$ cat src/pkg/cal_io_pkg.sv
/*
 * Constants, register map and types for the rear-panel discrete I/O block.
 * Assumes a 125 MHz clock and a simple strobe register port.
 */
package cal_io_pkg;
    // -----------------------------------------------------------------
    // Register map.
    // -----------------------------------------------------------------
    localparam logic [3:0] ADDR_CTRL    = 4'h0;
    localparam logic [3:0] ADDR_ALCFG   = 4'h1;
    localparam logic [3:0] ADDR_THR1    = 4'h2;
    localparam logic [3:0] ADDR_THR2    = 4'h3;
    localparam logic [3:0] ADDR_CONC    = 4'h4;
    localparam logic [3:0] ADDR_STATUS  = 4'h5;
    localparam logic [3:0] ADDR_IRQST   = 4'h6;
    localparam logic [3:0] ADDR_IRQMSK  = 4'h7;
    localparam logic [3:0] ADDR_CALLEN  = 4'h8;
    // CTRL fields.
    localparam int CTRL_RANGE_LSB = 0;  // Two bits: 1..3.
    localparam int CTRL_DIGMODE   = 2;
    localparam int CTRL_CALDONE   = 3;  // Write 1: current calibration done.
    // Alarm config fields per alarm (4 bits each at 4*i).
    localparam int AL_EN = 0;
    localparam int AL_HIGH = 1;
    localparam int AL_FAILSAFE = 2;
    // Interrupt event bits.
    localparam int EV_CALSTART = 0;
    localparam int EV_CALEND   = 1;
    localparam int EV_ALARM1   = 2;
    localparam int EV_ALARM2   = 3;
    localparam int EV_SYSALARM = 4;
    localparam int EV_W        = 5;
    // Reset values.
    localparam logic [1:0]  RANGE_RST  = 2'h1;
    localparam logic [7:0]  ALCFG_RST  = 8'h00;
    localparam logic [15:0] CALLEN_RST = 16'h0100;
    localparam logic [15:0] THR_RST    = 16'hFFFF;
    // Output codes: voltage code full scale = 1 V, current code in uA.
    localparam logic [15:0] VCODE_FS   = 16'h03E8;  // Millivolts.
    localparam logic [15:0] I_ZERO_UA  = 16'h0FA0;  // 4000 uA.
    localparam logic [15:0] I_SPAN_UA  = 16'h3E80;  // 16000 uA.
    localparam logic [15:0] RID_V1     = 16'h00C8;  // 200 mV.
    localparam logic [15:0] RID_V2     = 16'h01F4;  // 500 mV.
    localparam logic [15:0] RID_V3     = 16'h0320;  // 800 mV.
    localparam logic [15:0] RID_I1     = 16'h1A90;  // 6800 uA.
    localparam logic [15:0] RID_I2     = 16'h2EE0;  // 12000 uA.
    localparam logic [15:0] RID_I3     = 16'h41A0;  // 16800 uA.
    // Calibration step time unit: 1 ms at 125 MHz.
    localparam int CLK_MHZ      = 125;
    localparam int TICK_US      = 1000;
    localparam int TICK_CYCLES  = TICK_US * CLK_MHZ;

    typedef enum logic [1:0] {
        CAL_IDLE = 2'b00,
        CAL_ZERO = 2'b01,
        CAL_SPAN = 2'b10
    } cal_state_t;
endpackage : cal_io_pkg

$ cat src/rtl/threshold_alarm.sv
/*
 * One threshold alarm relay driver.
 * Assumes concentration and threshold share scaling and the same clock.
 */
`timescale 1ns/1ps
`default_nettype none
module threshold_alarm (
    input  wire logic        clk,
    input  wire logic        rst_b,
    input  wire logic [15:0] conc,
    input  wire logic [15:0] thresh,
    input  wire logic        enable,
    input  wire logic        highType,
    input  wire logic        failsafe,
    output logic             alarm,
    output logic             coil
);
    logic trip;

    // High alarm trips above threshold, low alarm below it.
    always_comb begin
        if (!enable) begin
            trip = 1'b0;
        end else if (highType) begin
            trip = conc > thresh;
        end else begin
            trip = conc < thresh;
        end
    end

    // Relay coil follows the failsafe sense chosen per alarm.
    always_ff @(posedge clk) begin
        if (!rst_b) begin
            alarm <= 1'b0;
            coil  <= 1'b0;
        end else begin
            alarm <= trip;
            coil  <= failsafe ? !trip : trip;
        end
    end
endmodule : threshold_alarm
`default_nettype wire

$ cat src/rtl/remote_cal_alarm_range_io.sv
/*
 * Rear-panel discrete I/O: remote calibration handshake, alarm relays,
 * range ID relays and analog output codes.
 * Assumes remote inputs and supply fault arrive asynchronously from pins;
 * the calibration engine reports completion through a register write or
 * the internal step timer.
 */
// The implementer's own choices: the address map and the strobed register port.
`timescale 1ns/1ps
`default_nettype none
module remote_cal_alarm_range_io (
    input  wire logic        clk,
    input  wire logic        rst_b,
    // Register port.
    input  wire logic [3:0]  regAddr,
    input  wire logic [15:0] regWdata,
    input  wire logic        regWr,
    input  wire logic        regRd,
    output logic [15:0]      regRdata,
    // Pins.
    input  wire logic        remoteZero,
    input  wire logic        remoteSpan,
    input  wire logic        supplyFault,
    input  wire logic        standbyOff,
    output logic             calContact,
    output logic             zeroValve,
    output logic             spanValve,
    output logic             alarm1Coil,
    output logic             alarm2Coil,
    output logic             sysAlarmCoil,
    output logic [2:0]       rangeRelay,
    output logic [1:0]       digRangeSel,
    output logic [15:0]      concVoltCode,
    output logic [15:0]      concCurrCode,
    output logic [15:0]      rangeVoltCode,
    output logic [15:0]      rangeCurrCode,
    output logic             irq
);
    // -----------------------------------------------------------------
    // Input synchronisers.
    // -----------------------------------------------------------------
    logic [3:0] syncA_q;
    logic [3:0] syncB_q;

    // Two flops per pin; only syncB_q is read by logic.
    always_ff @(posedge clk) begin
        if (!rst_b) begin
            syncA_q <= 4'h0;
            syncB_q <= 4'h0;
        end else begin
            syncA_q <= {standbyOff, supplyFault, remoteSpan, remoteZero};
            syncB_q <= syncA_q;
        end
    end

    logic zeroIn;
    logic spanIn;
    logic faultIn;
    logic standbyIn;
    assign zeroIn    = syncB_q[0];
    assign spanIn    = syncB_q[1];
    assign faultIn   = syncB_q[2];
    assign standbyIn = syncB_q[3];

    // -----------------------------------------------------------------
    // Configuration registers.
    // -----------------------------------------------------------------
    logic [1:0]  range_q;
    logic        digMode_q;
    logic [7:0]  alCfg_q;
    logic [15:0] thr1_q;
    logic [15:0] thr2_q;
    logic [15:0] conc_q;
    logic [15:0] calLen_q;
    localparam int EV_W_C = cal_io_pkg::EV_W;
    logic [EV_W_C-1:0] irqMask_q;

    function automatic logic hit(input logic [3:0] a, input logic [3:0] r);
        hit = regWr && (a == r);
    endfunction : hit

    // Software-written settings; range code 0 is refused and kept.
    always_ff @(posedge clk) begin
        if (!rst_b) begin
            range_q   <= cal_io_pkg::RANGE_RST;
            digMode_q <= 1'b0;
            alCfg_q   <= cal_io_pkg::ALCFG_RST;
            thr1_q    <= cal_io_pkg::THR_RST;
            thr2_q    <= cal_io_pkg::THR_RST;
            conc_q    <= 16'h0000;
            calLen_q  <= cal_io_pkg::CALLEN_RST;
            irqMask_q <= '0;
        end else begin
            if (hit(regAddr, cal_io_pkg::ADDR_CTRL)) begin
                if (regWdata[cal_io_pkg::CTRL_RANGE_LSB +: 2] != 2'h0) begin
                    range_q <= regWdata[cal_io_pkg::CTRL_RANGE_LSB +: 2];
                end
                digMode_q <= regWdata[cal_io_pkg::CTRL_DIGMODE];
            end
            if (hit(regAddr, cal_io_pkg::ADDR_ALCFG)) begin
                alCfg_q <= regWdata[7:0];
            end
            if (hit(regAddr, cal_io_pkg::ADDR_THR1)) begin
                thr1_q <= regWdata;
            end
            if (hit(regAddr, cal_io_pkg::ADDR_THR2)) begin
                thr2_q <= regWdata;
            end
            if (hit(regAddr, cal_io_pkg::ADDR_CONC)) begin
                conc_q <= regWdata;
            end
            if (hit(regAddr, cal_io_pkg::ADDR_CALLEN)) begin
                calLen_q <= regWdata;
            end
            if (hit(regAddr, cal_io_pkg::ADDR_IRQMSK)) begin
                irqMask_q <= regWdata[EV_W_C-1:0];
            end
        end
    end

    // -----------------------------------------------------------------
    // Calibration sequencer.
    // -----------------------------------------------------------------
    cal_io_pkg::cal_state_t calState_q;
    logic [16:0] tickCnt_q;
    logic        tick;
    logic [15:0] stepCnt_q;
    logic        calDone;
    logic        calStart;
    logic        calEnd;
    logic        swDone;

    assign swDone = hit(regAddr, cal_io_pkg::ADDR_CTRL)
                    && regWdata[cal_io_pkg::CTRL_CALDONE];

    // Millisecond enable for the calibration step timer.
    always_ff @(posedge clk) begin
        if (!rst_b || tick) begin
            tickCnt_q <= 17'h00000;
        end else begin
            tickCnt_q <= tickCnt_q + 17'h00001;
        end
    end
    assign tick = (tickCnt_q == 17'(cal_io_pkg::TICK_CYCLES - 1));

    // A step ends when its timer runs out or software says it is done.
    assign calDone = (calState_q != cal_io_pkg::CAL_IDLE)
                     && (swDone || (tick && stepCnt_q == 16'h0001));

    // In digital range mode the inputs never start a calibration.
    // Inputs are polled only while idle, so a request dropped before the busy step ends is lost.
    assign calStart = (calState_q == cal_io_pkg::CAL_IDLE) && !digMode_q
                      && (zeroIn || spanIn);
    assign calEnd = calDone;

    always_ff @(posedge clk) begin
        if (!rst_b) begin
            calState_q <= cal_io_pkg::CAL_IDLE;
            stepCnt_q  <= 16'h0000;
        end else begin
            case (calState_q)
                cal_io_pkg::CAL_IDLE: begin
                    stepCnt_q <= calLen_q;
                    if (calStart && zeroIn) begin
                        calState_q <= cal_io_pkg::CAL_ZERO;
                    end else if (calStart) begin
                        calState_q <= cal_io_pkg::CAL_SPAN;
                    end
                end
                cal_io_pkg::CAL_ZERO,
                cal_io_pkg::CAL_SPAN: begin
                    if (calDone) begin
                        // Back to idle; a held request re-enters next cycle.
                        calState_q <= cal_io_pkg::CAL_IDLE;
                    end else if (tick) begin
                        stepCnt_q <= stepCnt_q - 16'h0001;
                    end
                end
                default: begin
                    calState_q <= cal_io_pkg::CAL_IDLE;
                end
            endcase
        end
    end

    // Busy contact and gas valves are registered from the state and gated off by calDone.
    always_ff @(posedge clk) begin
        if (!rst_b) begin
            calContact <= 1'b0;
            zeroValve  <= 1'b0;
            spanValve  <= 1'b0;
        end else begin
            calContact <= (calState_q != cal_io_pkg::CAL_IDLE)
                          && !calDone;
            zeroValve  <= (calState_q == cal_io_pkg::CAL_ZERO) && !calDone;
            spanValve  <= (calState_q == cal_io_pkg::CAL_SPAN) && !calDone;
        end
    end

    // Range select in digital mode is the raw pair of inputs.
    always_ff @(posedge clk) begin
        if (!rst_b) begin
            digRangeSel <= 2'h0;
        end else begin
            digRangeSel <= digMode_q ? {spanIn, zeroIn} : 2'h0;
        end
    end

    // -----------------------------------------------------------------
    // Alarms.
    // -----------------------------------------------------------------
    logic [1:0] thAlarm;
    logic [1:0] thCoil;
    logic [15:0] thrArr [2];
    assign thrArr[0] = thr1_q;
    assign thrArr[1] = thr2_q;

    genvar gi;
    generate
        for (gi = 0; gi < 2; gi++) begin : g_alarm
            threshold_alarm u_alarm (
                .clk      (clk),
                .rst_b    (rst_b),
                .conc     (conc_q),
                .thresh   (thrArr[gi]),
                .enable   (alCfg_q[4*gi + cal_io_pkg::AL_EN]),
                .highType (alCfg_q[4*gi + cal_io_pkg::AL_HIGH]),
                .failsafe (alCfg_q[4*gi + cal_io_pkg::AL_FAILSAFE]),
                .alarm    (thAlarm[gi]),
                .coil     (thCoil[gi])
            );
        end
    endgenerate
    assign alarm1Coil = thCoil[0];
    assign alarm2Coil = thCoil[1];

    // System alarm latches; only standby power removal clears it.
    // Ordinary reset does not clear the latch to match panel behaviour.
    logic sysLatch_q;
    always_ff @(posedge clk) begin
        if (faultIn) begin
            sysLatch_q <= 1'b1;
        end else if (standbyIn) begin
            sysLatch_q <= 1'b0;
        end
    end

    // Failsafe coil: energized only while healthy.
    always_ff @(posedge clk) begin
        if (!rst_b) begin
            sysAlarmCoil <= 1'b0;
        end else begin
            sysAlarmCoil <= !sysLatch_q && !standbyIn;
        end
    end

    // -----------------------------------------------------------------
    // Range ID and analog codes.
    // -----------------------------------------------------------------
    logic [31:0] vProd;
    logic [31:0] iProd;
    assign vProd = 32'(conc_q) * 32'(cal_io_pkg::VCODE_FS) + 32'h00008000;
    assign iProd = 32'(conc_q) * 32'(cal_io_pkg::I_SPAN_UA) + 32'h00008000;

    // Concentration is a fraction of full scale, 16'hFFFF being 100 %.
    // Half a step is added so that 16'hFFFF rounds to the full-scale code.
    always_ff @(posedge clk) begin
        if (!rst_b) begin
            rangeRelay    <= 3'h0;
            concVoltCode  <= 16'h0000;
            concCurrCode  <= cal_io_pkg::I_ZERO_UA;
            rangeVoltCode <= 16'h0000;
            rangeCurrCode <= cal_io_pkg::I_ZERO_UA;
        end else begin
            concVoltCode <= vProd[31:16];
            concCurrCode <= cal_io_pkg::I_ZERO_UA + iProd[31:16];
            case (range_q)
                2'h1: begin
                    rangeRelay    <= 3'b001;
                    rangeVoltCode <= cal_io_pkg::RID_V1;
                    rangeCurrCode <= cal_io_pkg::RID_I1;
                end
                2'h2: begin
                    rangeRelay    <= 3'b010;
                    rangeVoltCode <= cal_io_pkg::RID_V2;
                    rangeCurrCode <= cal_io_pkg::RID_I2;
                end
                default: begin
                    rangeRelay    <= 3'b100;
                    rangeVoltCode <= cal_io_pkg::RID_V3;
                    rangeCurrCode <= cal_io_pkg::RID_I3;
                end
            endcase
        end
    end

    // -----------------------------------------------------------------
    // Interrupts and read-back.
    // -----------------------------------------------------------------
    logic [EV_W_C-1:0] irqSt_q;
    logic [EV_W_C-1:0] events;
    logic [1:0]        thPrev_q;
    logic              sysPrev_q;

    always_ff @(posedge clk) begin
        if (!rst_b) begin
            thPrev_q  <= 2'h0;
            sysPrev_q <= sysLatch_q;  // A held latch is no new event.
        end else begin
            thPrev_q  <= thAlarm;
            sysPrev_q <= sysLatch_q;
        end
    end

    assign events = {sysLatch_q && !sysPrev_q, thAlarm & ~thPrev_q,
                     calEnd, calStart};

    // Set beats a write-one clear in the same cycle.
    always_ff @(posedge clk) begin
        if (!rst_b) begin
            irqSt_q <= '0;
        end else if (hit(regAddr, cal_io_pkg::ADDR_IRQST)) begin
            irqSt_q <= (irqSt_q & ~regWdata[EV_W_C-1:0]) | events;
        end else begin
            irqSt_q <= irqSt_q | events;
        end
    end
    assign irq = |(irqSt_q & irqMask_q);

    // Read data valid the cycle after the read strobe; unmapped reads 0.
    always_ff @(posedge clk) begin
        if (!rst_b) begin
            regRdata <= 16'h0000;
        end else if (regRd) begin
            case (regAddr)
                cal_io_pkg::ADDR_CTRL:   regRdata <= {13'h0000, digMode_q, range_q};
                cal_io_pkg::ADDR_ALCFG:  regRdata <= {8'h00, alCfg_q};
                cal_io_pkg::ADDR_THR1:   regRdata <= thr1_q;
                cal_io_pkg::ADDR_THR2:   regRdata <= thr2_q;
                cal_io_pkg::ADDR_CONC:   regRdata <= conc_q;
                cal_io_pkg::ADDR_STATUS: regRdata <= {9'h000, sysLatch_q,
                                             thAlarm, calContact, calState_q,
                                             digMode_q};
                cal_io_pkg::ADDR_IRQST:  regRdata <= 16'(irqSt_q);
                cal_io_pkg::ADDR_IRQMSK: regRdata <= 16'(irqMask_q);
                cal_io_pkg::ADDR_CALLEN: regRdata <= calLen_q;
                default:                 regRdata <= 16'h0000;
            endcase
        end else begin
            regRdata <= 16'h0000;
        end
    end
endmodule : remote_cal_alarm_range_io
`default_nettype wire

$ cat config.mk
export PLATFORM = sky130hd
export DESIGN_NAME = remote_cal_alarm_range_io
export DESIGN_NICKNAME = d
export VERILOG_FILES = /design/src/pkg/cal_io_pkg.sv /design/src/rtl/threshold_alarm.sv /design/src/rtl/remote_cal_alarm_range_io.sv
export SDC_FILE = /design/constraint.sdc
export NUM_CORES = 1
export LEC_CHECK = 0
export BUFFER_PORTS_ARGS = -buffer_cell sky130_fd_sc_hd__buf_4
export CORE_UTILIZATION = 50
export CTS_CLUSTER_DIAMETER = 50
export DETAILED_ROUTE_END_ITERATION = 7
export GPL_TIMING_DRIVEN = 0
export PLACE_DENSITY = 0.69
export SLEW_MARGIN = 20
export SYNTH_ARGS = -nofsm -noshare
export SYNTH_HDL_FRONTEND = slang
export SYNTH_HIERARCHICAL = 1
export SYNTH_SLANG_ARGS = --single-unit
$ cat constraint.sdc
create_clock -name clk -period 7.78 [get_ports clk]
set_input_delay 0.389 -clock clk [delete_from_list [all_inputs] [get_ports clk]]
set_output_delay 0.389 -clock clk [all_outputs]
set_load 0.005 [all_outputs]
[Word level (Yosys, flattened, before mapping)]
Index checks and enable logic that the tools add are counted.
Storage, ports and cells
  register bits after elaboration: 225
  logic and storage cells: 128
  input port bits: 28
  output and inout port bits: 92
Cells by class
  eq/ne operators: 18
  multiply operators: 2
  bitwise gates (word level): 7
  order comparisons: 4
  $add $sub $neg: 5
  reduce and logical (&&, ||, !) cells: 42
  muxes and demuxes: 18
Operators by type and width (number)
  $pmux W16 S9: 1
  $mul A16 B7 Y23 const B: 2
  $gt A16 B16 Y1: 2
  $lt A16 B16 Y1: 2
  $mux W16: 2
  $pmux W16 S2: 1
  $add A30 B16 Y31 const B: 1
  $pmux W15 S2: 1
  $add A26 B16 Y27 const B: 1
  $pmux W10 S2: 1
  $logic_and A1 B1 Y1: 19
  $add A17 B1 Y17 const B: 1
  $eq A17 B17 Y1 const B: 1
  $add A12 B15 Y16 const A: 1
  $eq A16 B1 Y1 const B: 1
  $eq A4 B3 Y1 const B: 4
  $sub A16 B1 Y16 const B: 1
  $and A5 B5 Y5: 2
  $or A5 B5 Y5: 2
  $eq A4 B2 Y1 const B: 2
  $logic_not A1 Y1: 8
  $reduce_and A2 Y1: 4
  $mux W1: 6
  $mux W2: 3
  other kinds (19): 27

[Logic depth before layout (Yosys ltp)]
Gate-level depths: netlist (run 1).
  depth after elaboration: 7
  depth in mapped cells: 24

[Modules after synthesis]
The synthesis (run 1) kept the hierarchy.
By module, submodules not included
  remote_cal_alarm_range_io: times used 1, seq. area each 3803.6 um2, area an instance 11315.9 um2, cells each 1348
  threshold_alarm at g_alarm[0].u_alarm: times used 1, seq. area each 40.0 um2, area an instance 504.2 um2, cells each 64
  threshold_alarm at g_alarm[1].u_alarm: times used 1, seq. area each 40.0 um2, area an instance 504.2 um2, cells each 65

[Worst setup path after synthesis (run 1)]
OpenSTA, ideal clock, no wires.
  path type: register to register
  start point: reg conc_q[6]
  end point: reg concCurrCode[11]
  setup slack: 1.866 ns
  setup time: 0.133 ns
  required time: 7.647 ns
  arrival time: 5.781 ns
  cell stages (with the launch flop): 23
  buffers on the path: 1
  period minus slack after synthesis: 5.914 ns
  path through: dfxtp_1 -> inv_1 -> fa_1 -> fa_1 -> fa_1 -> fa_1 -> inv_1 -> ha_1 -> buf_2 -> a21o_1 -> a221oi_1 -> nand3_1 -> inv_1 -> ha_1 -> or3b_1 -> or3_1 -> nand2_1 -> ha_1 -> inv_1 -> and2_1 -> mux2i_1 -> o31a_1 -> o21ai_1
On the way
  cells in the longest elaborated chain, start to end: 3
Ends and longest elaborated chain
  start: declaration: line remote_cal_alarm_range_io.sv:73  | logic [15:0] conc_q;
  start signal: assignment: line remote_cal_alarm_range_io.sv:110  | conc_q <= regWdata;
  $mul A16 B7 Y23: line remote_cal_alarm_range_io.sv:263  | assign iProd = 32'(conc_q) * 32'(cal_io_pkg::I_SPAN_UA) + 32'h00008000;
  $add A30 B16 Y31: line remote_cal_alarm_range_io.sv:263
  $add A12 B15 Y16: line remote_cal_alarm_range_io.sv:276  | concCurrCode <= cal_io_pkg::I_ZERO_UA + iProd[31:16];
  end signal: assignment: line remote_cal_alarm_range_io.sv:271  | concCurrCode <= cal_io_pkg::I_ZERO_UA;
  end signal: assignment: line remote_cal_alarm_range_io.sv:276
  end: declaration: line remote_cal_alarm_range_io.sv:34  | output logic [15:0] concCurrCode,
No other way between the ends.
A chain may end at the register's enable or synchronous reset.

[Worst setup path in the final report (run 1)]
  start point: reg conc_q[4]
  end point: reg concCurrCode[11]
Same word-level chain as after synthesis.

==> results.md, run 1 <==
- Lkg Pwr: 6.34 nW
- DRC Markers: 0
- GRT Total Usage: around a quarter
- Max stage delay on crit path: 0.61 ns
- Reg2reg start: conc_q[4]$_SDFFE_PN0P_
- R2R setup slack: around 0.9 ns
- Synthesized area per cell: 8.34 um^2
- Worst Path Required: 8.06 ns
- Post-route insts no fill: 1944
- Starting DRT DRC Count: ~1200
- Port Buffers: 93
- Post-Synth XOR/XNOR Area: 2.98%
- Critical Path Source: conc_q[4]$_SDFFE_PN0P_
- CTS tree: done
- Switch share: roughly 30%
- Transition time of the tightest slew-check pin: 1.19 ns
- Number of flops mapped to enable cells by yosys: 0
- Initial antenna violation count: 0
- Dominant cell type by area after synthesis: dfxtp_1
- Placer Congestion: about 0.94
- Cell Int Power: 1.59 mW
- Max Clk Rate: 145 MHz
- Hold Violations, Final: 0
- Initial Util: 50.8%
- Area share of the largest cell type after synthesis: 31.5%
- Family with the most delay on the worst path: adder cells
- Util after Layout: 58.2%
- Kind of critical path: register to register
- Post-CTS Resized: 0
- Proportion of synthesized area in mux cells: about 1.9%
- Tcrit/Tclk final: slightly below 90%
- Ys flop type: dfxtp_1
- Largest family of logic cells by synthesized area: simple AND/OR/NAND/NOR gates
- Combinational fraction of design power: a little over an eighth
- Number of cells on the critical path: 23
- Die area: ~25000 um^2
- HPWL Detailed: roughly 25000 um
- Setup violators final: 0
- Layout cells sized above 1: about an eighth
- Vias in the first global route: about 10000
- Root Buffer: clkbuf_16
- CP endpoint kind: register
- Worst setup path end: concCurrCode[11]$_SDFF_PN1_
- Area growth syn-to-layout: 14.6%
- CP startpoint kind: register
- Routed vias: between 10000 and 15000
- Top sig layer: met4
- Most frequent cells after synthesis: 233 x nand2_1, 194 x dfxtp_1, 125 x inv_1
- Hold_buf cts: 0
- Setup Skew: between 0.01 and 0.015 ns
- Post-synthesis compound-gate area fraction: between 10% and 20%
- Switching power total: between 0.6 and 0.7 mW
- Total gr overflow: 0
- Global-route wire length before repair: approximately 53000 um
- Netlist cell types: between 90 and 100
- Critical-path maximum fanout: 10
- Max Cap Violations: 0
- Sequential fraction of the synthesis area: 31.5%
- Max Slew Vio Count: 0
- Seq cells post-synth: 194
- Setup bufs post-CTS: 0
- Buf/Inv on CP: 5
- Worst EP arrival: about 7 ns
- Syn Inst Count: around 1500
- Row count: 57
- Most common cell in the netlist: nand2_1
- Synthesized area: between 10000 and 15000 um^2
- Top-Level Pins: between 100 and 150
- Hold slack: around 0.16 ns
- Largest net degree at the start of global routing: 22
- Top post-synthesis cells by area: dfxtp_1 32%, ha_1 9.5%, fa_1 8.6%
- Clk_lat worst skew: approximately 0.44 ns
- Final nets: 1782
- Buffer depth of the longest clock path: 2
- Clk pwr share: between 30 and 40%
- Worst min-delay path category: input pin to register
- Clock transition at the registers of the reported paths: roughly 0.080 ns
- Met2 wire len: between 10000 and 15000 um
- Setup TNS: 0 ns
- Worst r2r path cells: 23
- Post-DR vias/cell: around 5.6
- Chip height: 159 um
- Yosys warning count: 6
- Synth async-reset ratio: 0%
- N_diodes: 0
- Peak supply drop: ~0.13 mV
- Share of power burned in registers: 46.5%
- RSZ-0062 raised after global routing: no
- Inserted Clock Buffers: 17
- Slowest-stage cell, CP: fa_1
- Total wire length: roughly 33000 um
- CP cell instances: inv_1 > fa_1 > fa_1 > fa_1 > fa_1 > inv_1 > ha_1 > buf_2 > a21oi_1 > o21ai_1 > a221oi_1 > nand3_1 > inv_1 > ha_1 > or3b_1 > or3_1 > nand2_1 > ha_1 > inv_1 > and2_1 > mux2i_1 > o31a_1 > o21ai_1
- RR Endpoint: concCurrCode[11]$_SDFF_PN1_
- Cell Pwr Density: around 160 nW/um^2
- Area share of fa/ha/maj cells after synthesis: about 18%
- Met3 WL post-DR: 2140 um
- Final min period: just under 7 ns
- DRT antenna net count: 0
- Die span in x: around 160 um
- Met1 Wirelength: around 15000 um
- Pre-antenna DRT Iters: 6
- Core area: about 24000 um^2
- CTS H-Tree Depth: 4
- Status: completed
- # placed instances: about 1900
- WL per Instance: between 15 and 20 um
- Clock sinks: 194
- FILL cells: 2250
- Worst slew margin: roughly a fifth
- Area share of and/or/nand/nor cells after synthesis: a little over a fifth
## cell families after synthesis
kind of cell	count (synthesis)
AOI/OAI and AO/OA	282
buffers and inverters	230
xor gates and xnor gates	42
other	2
and+or+nand+nor	558
muxes	22
DFF	194
adders and majority gates	147
## how the worst min path moves through the flow
stage	cells after the start	to	startpoint	slack [ns]
after floorplan	0	sysPrev_q$_DFF_P_	sysLatch_q$_SDFFE_PP1P_	0.37
after global placement	1	sysLatch_q$_SDFFE_PP1P_	syncB_q[2]$_SDFF_PN0_	0.38
after detailed placement	1	sysLatch_q$_SDFFE_PP1P_	syncB_q[2]$_SDFF_PN0_	0.40
after CTS	2	syncA_q[1]$_SDFF_PN0_	remoteSpan	0.14
after global routing	2	syncA_q[0]$_SDFF_PN0_	remoteZero	0.15
final	2	syncA_q[1]$_SDFF_PN0_	remoteSpan	0.16
## area by class of cell
class	instances	area, um^2	share of cell area (%)
inverters	126	473	3.35
repair buffers	93	698	4.95
multi-input cells	1071	7510	53.2
plain buffers	104	522	3.70
clock buffers	18	439	3.11
clock inverters	14	184	1.30
flip-flops and latches	194	3880	27.5
well taps	324	405	2.87
## stage by stage
stage | cell area (um^2) | power, mW | setup slack (ns)
final | 14100 | 2.26 | 0.900
after global routing | 14100 | 2.36 | 0.524
after CTS | 14100 | 2.28 | 0.942
after detailed placement | 13500 | 1.38 | 0.942
after global placement | 13500 | 1.37 | 1.03
after floorplan | 12400 | 1.28 | 1.87
## sequential cells by signal (all words and copies together), names as in the netlist, 2 cells and up
name                   cells
calLen_q                  16
alCfg_q                    8
stepCnt_q                 16
conc_q                    16
thr1_q                    16
syncB_q                    4
concCurrCode              16
irqMask_q                  5
g_alarm.u_alarm/alarm      2
rangeRelay                 2
regRdata                  16
irqSt_q                    5
rangeCurrCode              4
rangeVoltCode              3
range_q                    2
concVoltCode              11
digRangeSel                2
calState_q                 2
thPrev_q                   2
syncA_q                    4
thr2_q                    16
tickCnt_q                 17
g_alarm.u_alarm/coil       2
## worst reg2reg max path: stages, from the launching register on
cell      delay [ns]
dfxtp_1         0.59
inv_1           0.21
fa_1            0.61
fa_1            0.44
fa_1            0.49
fa_1            0.52
inv_1           0.04
ha_1            0.27
buf_2           0.19
a21oi_1         0.22
o21ai_1         0.23
a221oi_1        0.30
nand3_1         0.25
inv_1           0.20
ha_1            0.29
or3b_1          0.47
or3_1           0.40
nand2_1         0.13
ha_1            0.21
inv_1           0.10
and2_1          0.14
mux2i_1         0.17
o31a_1          0.16
o21ai_1         0.07
## cells in the final DEF (no fill, tap or decap), types with 6 or more instances in the layout
master,count
clkbuf_1,59
clkbuf_16,17
o21ai_0,35
inv_1,125
nor4_1,6
clkinv_8,7
a21o_1,11
nand2_1,233
conb_1,20
nand3_1,80
and4_1,9
and3_1,21
o22ai_1,7
a21oi_1,109
nand2b_1,13
nor2_1,81
xnor2_1,24
xor2_1,18
nor3_1,17
a22oi_1,10
nor2b_1,7
a221oi_1,7
buf_2,11
nand4_1,19
dfxtp_1,194
or3_1,10
a211oi_1,14
buf_4,124
fa_1,53
and2_1,30
ha_1,94
mux2i_1,19
o21ai_1,8
o21a_1,7
a31oi_1,7
a222oi_1,13
## metal layers
layer,GRT usage (%),vias up
met5,0,-
met4,7.43,0
li1,-,5298
met3,4.45,44
met1,37.3,5117
met2,41.7,383
## power by group through the flow
stage / Clock [mW] / Sequential [mW] / Combinational (mW)
floorplan: 0 / 1.07 / 0.207
global placement: 0 / 1.08 / 0.298
detailed placement: 0 / 1.08 / 0.302
CTS: 0.919 / 1.05 / 0.305
global route: 0.962 / 1.06 / 0.345
finish: 0.902 / 1.05 / 0.310
(Power assumes the default switching activity.)
==> inputs of run 2 (changes only) <==
--- a/config.mk
+++ b/config.mk
@@ -5,8 +5,9 @@
 export SDC_FILE = /design/constraint.sdc
 export NUM_CORES = 1
 export LEC_CHECK = 0
-export BUFFER_PORTS_ARGS = -buffer_cell sky130_fd_sc_hd__buf_4
+export BUFFER_PORTS_ARGS = -buffer_cell sky130_fd_sc_hd__buf_2
 export CORE_UTILIZATION = 50
+export CTS_BUF_LIST = sky130_fd_sc_hd__clkbuf_16
 export CTS_CLUSTER_DIAMETER = 50
 export DETAILED_ROUTE_END_ITERATION = 7
 export GPL_TIMING_DRIVEN = 0
==> run 2 against run 1 <==
Net effect:
- critical path depth decreased by 2
- utilization is 0.91 points lower
- cell area down 1.6%
- power grew 1.1%
- wire length rose by 0.13%
- worst hold slack worse by 0.0048 ns
- sequential power about the same
- non-clock buffer count unchanged
==> results.md, run 2 (synthesized netlist as in run 1, its figures left out) <==
- WL per Instance: 16.9 um (about the same)
- Setup bufs post-CTS: 0 (unchanged)
- HPWL Detailed: 25400 um (was 25500 um)
- CTS tree: done (unchanged)
- R2R setup slack: 0.97 ns (was 0.90 ns)
- Setup violators final: 0 (unchanged)
- Lkg Pwr: 6.31 nW (was 6.34 nW)
- Most common cell on crit path: fa_1
- Hold_buf cts: 0 (unchanged)
- Layout cells sized above 1: 12.6% (unchanged)
- Most frequent cells in the layout: 233 x nand2_1, 194 x dfxtp_1, 125 x inv_1, 109 x a21oi_1, 104 x buf_2 (was 233 x nand2_1, 194 x dfxtp_1, 125 x inv_1, 124 x buf_4, 109 x a21oi_1)
- Number of cells on the critical path: 21 (was 23)
- Starting DRT DRC Count: 1064 (was 1154)
- Max Slew Vio Count: 0 (unchanged)
- Clock transition at the registers of the reported paths: 0.08 ns (about the same)
- Area growth syn-to-layout: 12.8% (was 14.6%)
- Worst min-delay path category: input pin to register (unchanged)
- Worst EP arrival: 7.09 ns (was 7.16 ns)
- Global-route wire length before repair: 52400 um (was 53400 um)
- FILL cells: 2234 (was 2250)
- Clk_lat worst skew: 0.44 ns (about the same)
- Max Cap Violations: 0 (unchanged)
- Tot Pwr: 2.29 mW (was 2.26 mW)
- Post-CTS Resized: 0 (unchanged)
- Buf/Inv on CP: 3 (was 5)
- Top-Level Pins: 120 (unchanged)
- Initial antenna violation count: 1 (was 0)
- Slowest-stage cell, CP: dfxtp_1 (was fa_1)
- Largest net degree at the start of global routing: 22 (unchanged)
- Most used routing layer: met2 (unchanged)
- Critical-path maximum fanout: 10 (unchanged)
- Die area: 25300 um^2 (unchanged)
- Setup TNS: 0 ns (unchanged)
- CP startpoint kind: register (unchanged)
- Family with the most delay on the worst path: adder cells (unchanged)
- Setup Skew: 0.0164 ns (was 0.0150 ns)
- Die span in x: 159 um (unchanged)
- Met3 usage: 2.97% (was 4.45%)
- Worst slew margin: 21.0% (was 19.8%)
- Footprint of the multi-input gates: 7510 um^2 (unchanged)
- Max FFs per register: 17 (unchanged)
- Post-DR vias/cell: 5.56 (was 5.58)
- GRT Total Usage: 26.0% (was 26.4%)
- Hold Violations, Final: 0 (unchanged)
- Kind of critical path: register to register (unchanged)
- Initial Util: 50.8% (unchanged)
- Chip height: 159 um (unchanged)
- Cell Pwr Density: 165 nW/um^2 (was 160 nW/um^2)
- Max Clk Rate: 147 MHz (was 145 MHz)
- CP cell instances: inv_1 > fa_1 > fa_1 > fa_1 > inv_1 > fa_1 > ha_1 > nand4_2 > o22a_2 > a311oi_1 > and2_1 > ha_1 > or3b_1 > or3_1 > nand2_1 > ha_1 > inv_1 > and2_1 > mux2i_1 > o31a_1 > o21ai_1 (was inv_1 > fa_1 > fa_1 > fa_1 > fa_1 > inv_1 > ha_1 > buf_2 > a21oi_1 > o21ai_1 > a221oi_1 > nand3_1 > inv_1 > ha_1 > or3b_1 > or3_1 > nand2_1 > ha_1 > inv_1 > and2_1 > mux2i_1 > o31a_1 > o21ai_1)
- Buffer depth of the longest clock path: 2 (unchanged)
- RSZ-0062 raised after global routing: no (unchanged)
- Met2 Use GR: 41.3% (was 41.7%)
- N_diodes: 0 (unchanged)
- Most common cell after layout, fill and taps aside: nand2_1 (unchanged)
- Vias in the first global route: 9893 (was 10100)
- Reg with most FFs: tickCnt_q (unchanged)
- Placer Congestion: 0.930 (was 0.935)
- Status: completed (unchanged)
- Tcrit/Tclk final: 87.5% (was 88.4%)
- CTS H-Tree Depth: 4 (unchanged)
- CP endpoint kind: register (unchanged)
- Register cell area after layout: 3880 um^2 (unchanged)
- DRC Markers: 0 (unchanged)
- Core area: 24200 um^2 (unchanged)
- Final min period: 6.81 ns (was 6.88 ns)
- Worst r2r path cells: 21 (was 23)
- Worst Path Required: 8.07 ns (was 8.06 ns)
- Max stage delay on crit path: 0.67 ns (was 0.61 ns)
- GR met1 Demand/Resource: 36.9% (was 37.3%)
- Worst Hold Depth: 2 (unchanged)
- Row count: 57 (unchanged)
- Peak supply drop: 0.160 mV (was 0.130 mV)
- Inserted Clock Buffers: 17 (unchanged)
- Root Buffer: clkbuf_16 (unchanged)
- Routed vias: 10800 (about the same)
- Total wire length: 32900 um (was 32800 um)
- Port Buffers: 93 (unchanged)
- Clock sinks: 194 (unchanged)
- Pre-antenna DRT Iters: 6 (unchanged)
- DRT antenna net count: 0 (unchanged)
- Final nets: 1782 (unchanged)
- Total gr overflow: 0 (unchanged)
- Transition time of the tightest slew-check pin: 1.18 ns (was 1.19 ns)
[run 2: cell types whose count changed in the layout (fill, tap and decap cells not counted), sizes merged]
cell / previous run / this run
clkinv: 9 / 7
bufinv: 0 / 1
inv: 130 / 132
clkbuf: 78 / 77
[run 2: per-layer routing]
layer	vias up	part of all wire, %
met2	391	45
met5	-	0
met3	47	6.1
li1	5303	-
met1	5063	47
met4	0	2.1
[run 2: final timing paths]
path / start / to
setup / recovery: conc_q[2]$_SDFFE_PN0P_ / concCurrCode[11]$_SDFF_PN1_
hold / removal: remoteZero / syncA_q[0]$_SDFF_PN0_
setup reg to reg: conc_q[2]$_SDFFE_PN0P_ / concCurrCode[11]$_SDFF_PN1_
hold reg to reg: syncB_q[2]$_SDFF_PN0_ / sysLatch_q$_SDFFE_PP1P_
[run 2: power by group]
| group | switching, mW | internal [mW] |
|---|---|---|
| Clock | 0.464 | 0.472 |
| Sequential | 0.0271 | 1.03 |
| Combinational | 0.192 | 0.110 |
[run 2: through the flow]
| stage | cell area, um^2 | hold slack (ns) | std cells | worst slack, ns | utilization (%) |
|---|---|---|---|---|---|
| 4_1_cts | 13900 | 0.140 | 1944 | 1.01 | 57.3 |
| 5_1_grt | 13900 | 0.139 | 1944 | 0.473 | 57.3 |
| 6_report | 13900 | 0.151 | 1944 | 0.972 | 57.3 |
| 3_3_place_gp | 13300 | 0.384 | 1912 | 1.06 | 54.7 |
| 2_1_floorplan | 12400 | 0.370 | 1495 | 1.87 | - |
| 3_5_place_dp | 13300 | 0.398 | 1912 | 1.04 | 54.7 |
[run 2: area by class of cell]
type	count	share of cell area, %
Multi-Input combinational cell	1071	54.1
Sequential cell	194	27.9
Buffer	104	3.75
Inverter	126	3.40
Timing Repair Buffer	93	3.35
Clock buffer	17	3.06
Tap cell	324	2.92
Clock inverter	15	1.50
==> inputs of run 3 (changes only) <==
--- a/config.mk
+++ b/config.mk
@@ -11,7 +11,7 @@
 export CTS_CLUSTER_DIAMETER = 50
 export DETAILED_ROUTE_END_ITERATION = 7
 export GPL_TIMING_DRIVEN = 0
-export PLACE_DENSITY = 0.69
+export PLACE_DENSITY = 0.7
 export SLEW_MARGIN = 20
 export SYNTH_ARGS = -nofsm -noshare
 export SYNTH_HDL_FRONTEND = slang
==> run 3 against run 2 <==
Net effect:
- the run now ends with DRC left
- via count increased by 0.76%
- largest cell class unchanged
- largest power group unchanged
- critical endpoint unchanged
- highest routed layer unchanged
- clock-buffer cell count unchanged
- sequential share of layout area up 0.088 points
- first-iteration DRC count grew 7.1%
- fmax down 0.65%
- global-route usage shrank 0.13 points
==> results.md, run 3 (synthesized netlist as in run 1, its figures left out) <==
- Status: finished, violations left (was completed)
- Violated checks: DRC
- Area growth syn-to-layout: 12.4% (was 12.8%)
- RR Endpoint: concCurrCode[11]$_SDFF_PN1_ (unchanged)
- Worst min-delay path category: input pin to register (unchanged)
- CTS H-Tree Depth: 4 (unchanged)
- Chip height: 159 um (unchanged)
- Max stage delay on crit path: 0.60 ns (was 0.67 ns)
- Final nets: 1782 (unchanged)
- CP cell instances: inv_1 > fa_1 > fa_1 > fa_1 > fa_1 > inv_1 > ha_1 > buf_2 > a21oi_1 > o21ai_1 > a221oi_1 > nand3_1 > inv_1 > ha_1 > or3b_1 > or3_1 > nand2_1 > ha_1 > inv_1 > and2_1 > mux2i_1 > o31a_1 > o21ai_1 (was inv_1 > fa_1 > fa_1 > fa_1 > inv_1 > fa_1 > ha_1 > nand4_2 > o22a_2 > a311oi_1 > and2_1 > ha_1 > or3b_1 > or3_1 > nand2_1 > ha_1 > inv_1 > and2_1 > mux2i_1 > o31a_1 > o21ai_1)
- Top-Level Pins: 120 (unchanged)
- Setup TNS: 0 ns (unchanged)
- Most frequent cells in the layout: 233 x nand2_1, 194 x dfxtp_1, 126 x inv_1, 109 x a21oi_1, 104 x buf_2 (was 233 x nand2_1, 194 x dfxtp_1, 125 x inv_1, 109 x a21oi_1, 104 x buf_2)
- Hold Violations, Final: 0 (unchanged)
- Family with the most delay on the worst path: adder cells (unchanged)
- Clock transition at the registers of the reported paths: 0.08 ns (about the same)
- Clock sinks: 194 (unchanged)
- Reg2reg start: conc_q[4]$_SDFFE_PN0P_ (was conc_q[2]$_SDFFE_PN0P_)
- Port Buffers: 93 (unchanged)
- Slowest-stage cell, CP: fa_1 (was dfxtp_1)
- Initial Util: 50.8% (unchanged)
- R2R setup slack: 0.93 ns (was 0.97 ns)
- Util after Layout: 57.1% (was 57.3%)
- Total gr overflow: 0 (unchanged)
- Max Slew Vio Count: 0 (unchanged)
- CP startpoint kind: register (unchanged)
- WL per Instance: 16.8 um (was 16.9 um)
- Die area: 25300 um^2 (unchanged)
- Worst EP arrival: 7.14 ns (was 7.09 ns)
- Most common cell after layout, fill and taps aside: nand2_1 (unchanged)
- Setup violators final: 0 (unchanged)
- Tcrit/Tclk final: 88.1% (was 87.5%)
- Final min period: 6.85 ns (was 6.81 ns)
- Tot Pwr: 2.24 mW (was 2.29 mW)
- Critical-path maximum fanout: 10 (unchanged)
- Worst Path Required: 8.06 ns (was 8.07 ns)
- Vias in the first global route: 10000 (was 9893)
- Initial antenna violation count: 0 (was 1)
- CTS tree: done (unchanged)
- Core area: 24200 um^2 (unchanged)
- Buf/Inv on CP: 5 (was 3)
- Peak supply drop: 0.144 mV (was 0.160 mV)
- Die span in x: 159 um (unchanged)
- Cell Pwr Density: 162 nW/um^2 (was 165 nW/um^2)
- Root Buffer: clkbuf_16 (unchanged)
- Reg with most FFs: tickCnt_q (unchanged)
- Hold_buf cts: 0 (unchanged)
- Lkg Pwr: 6.30 nW (was 6.31 nW)
- Total wire length: 32600 um (was 32900 um)
- Footprint of the multi-input gates: 7520 um^2 (was 7510 um^2)
- HPWL Detailed: 25200 um (was 25400 um)
- CP endpoint kind: register (unchanged)
- Global-route wire length before repair: 52400 um (about the same)
- Routed vias: 10900 (was 10800)
- DRT antenna net count: 0 (unchanged)
- Worst r2r path cells: 23 (was 21)
- Pre-antenna DRT Iters: 7 (was 6)
- Buffer depth of the longest clock path: 2 (unchanged)
- Max FFs per register: 17 (unchanged)
- Max Clk Rate: 146 MHz (was 147 MHz)
- Setup Skew: 0.0150 ns (was 0.0164 ns)
- Largest net degree at the start of global routing: 21 (was 22)
- Setup bufs post-CTS: 0 (unchanged)
- DRC Markers: 2 (was 0)
- FILL cells: 2222 (was 2234)
- Row count: 57 (unchanged)
- Placer Congestion: 0.932 (was 0.930)
- Kind of critical path: register to register (unchanged)
- Worst slew margin: 21.4% (was 21.0%)
- Worst setup path end: concCurrCode[11]$_SDFF_PN1_ (unchanged)
- Post-CTS Resized: 0 (unchanged)
- Starting DRT DRC Count: 1140 (was 1064)
- Max Cap Violations: 0 (unchanged)
- RSZ-0062 raised after global routing: no (unchanged)
- Hold slack: 0.152 ns (was 0.151 ns)
- Transition time of the tightest slew-check pin: 1.18 ns (about the same)
- Critical Path Source: conc_q[4]$_SDFFE_PN0P_ (was conc_q[2]$_SDFFE_PN0P_)
- Layout cells sized above 1: 12.6% (unchanged)
- Register cell area after layout: 3880 um^2 (unchanged)
- Inserted Clock Buffers: 17 (unchanged)
- Post-DR vias/cell: 5.60 (was 5.56)
- Number of cells on the critical path: 23 (was 21)
- Clk_lat worst skew: 0.44 ns (about the same)
- GRT Total Usage: 25.8% (was 26.0%)
- N_diodes: 0 (unchanged)
## run 3: changes by cell type in the layout (fill, tap and decap cells not counted)
cell / delta
inv_12: -1
inv_1: +1
bufinv_16: -1
inv_6: +1
nor3_2: +1
clkinv_8: -3
inv_8: +3
nor3_1: -1
## run 3: worst min-delay path by stage
stage,start,endpoint,slack (ns),depth (start not counted)
final,remoteZero,syncA_q[0]$_SDFF_PN0_,0.15,2
after global routing,standbyOff,syncA_q[3]$_SDFF_PN0_,0.15,2
after CTS,supplyFault,syncA_q[2]$_SDFF_PN0_,0.14,2
after detailed placement,syncB_q[2]$_SDFF_PN0_,sysLatch_q$_SDFFE_PP1P_,0.40,1
after global placement,syncB_q[2]$_SDFF_PN0_,sysLatch_q$_SDFFE_PP1P_,0.39,1
after floorplan,sysLatch_q$_SDFFE_PP1P_,sysPrev_q$_DFF_P_,0.37,0
## run 3: where the power goes
part / switching [mW] / internal, mW
logic: 0.190 / 0.110
registers: 0.0274 / 1.03
clock network: 0.455 / 0.434
total: 0.672 / 1.57
## run 3: cell type report
| cell class | instances | area share (%) |
|---|---|---|
| Timing Repair Buffer | 93 | 3.36 |
| Clock buffer | 17 | 3.07 |
| Inverter | 126 | 3.41 |
| Sequential cell | 194 | 28.0 |
| Tap cell | 324 | 2.93 |
| Multi-Input combinational cell | 1071 | 54.3 |
| Buffer | 104 | 3.77 |
| Clock inverter | 15 | 1.16 |
## run 3: metal layers
| metal | track usage [%] | share of wire (%) | vias to the layer above |
|---|---|---|---|
| met5 | 0 | 0 | - |
| met4 | 7.74 | 2.2 | 0 |
| met3 | 4.71 | 6.9 | 51 |
| met2 | 41.1 | 45 | 415 |
| met1 | 35.7 | 46 | 5127 |
| li1 | - | - | 5293 |
## run 3: stage by stage
stage               area (um^2)  worst slack, ns  cells
floorplan                 12400             1.87   1495
global placement          13300             1.09   1912
detailed placement        13300             1.01   1912
CTS                       13800            0.999   1944
global route              13900            0.417   1944
finish                    13900            0.928   1944
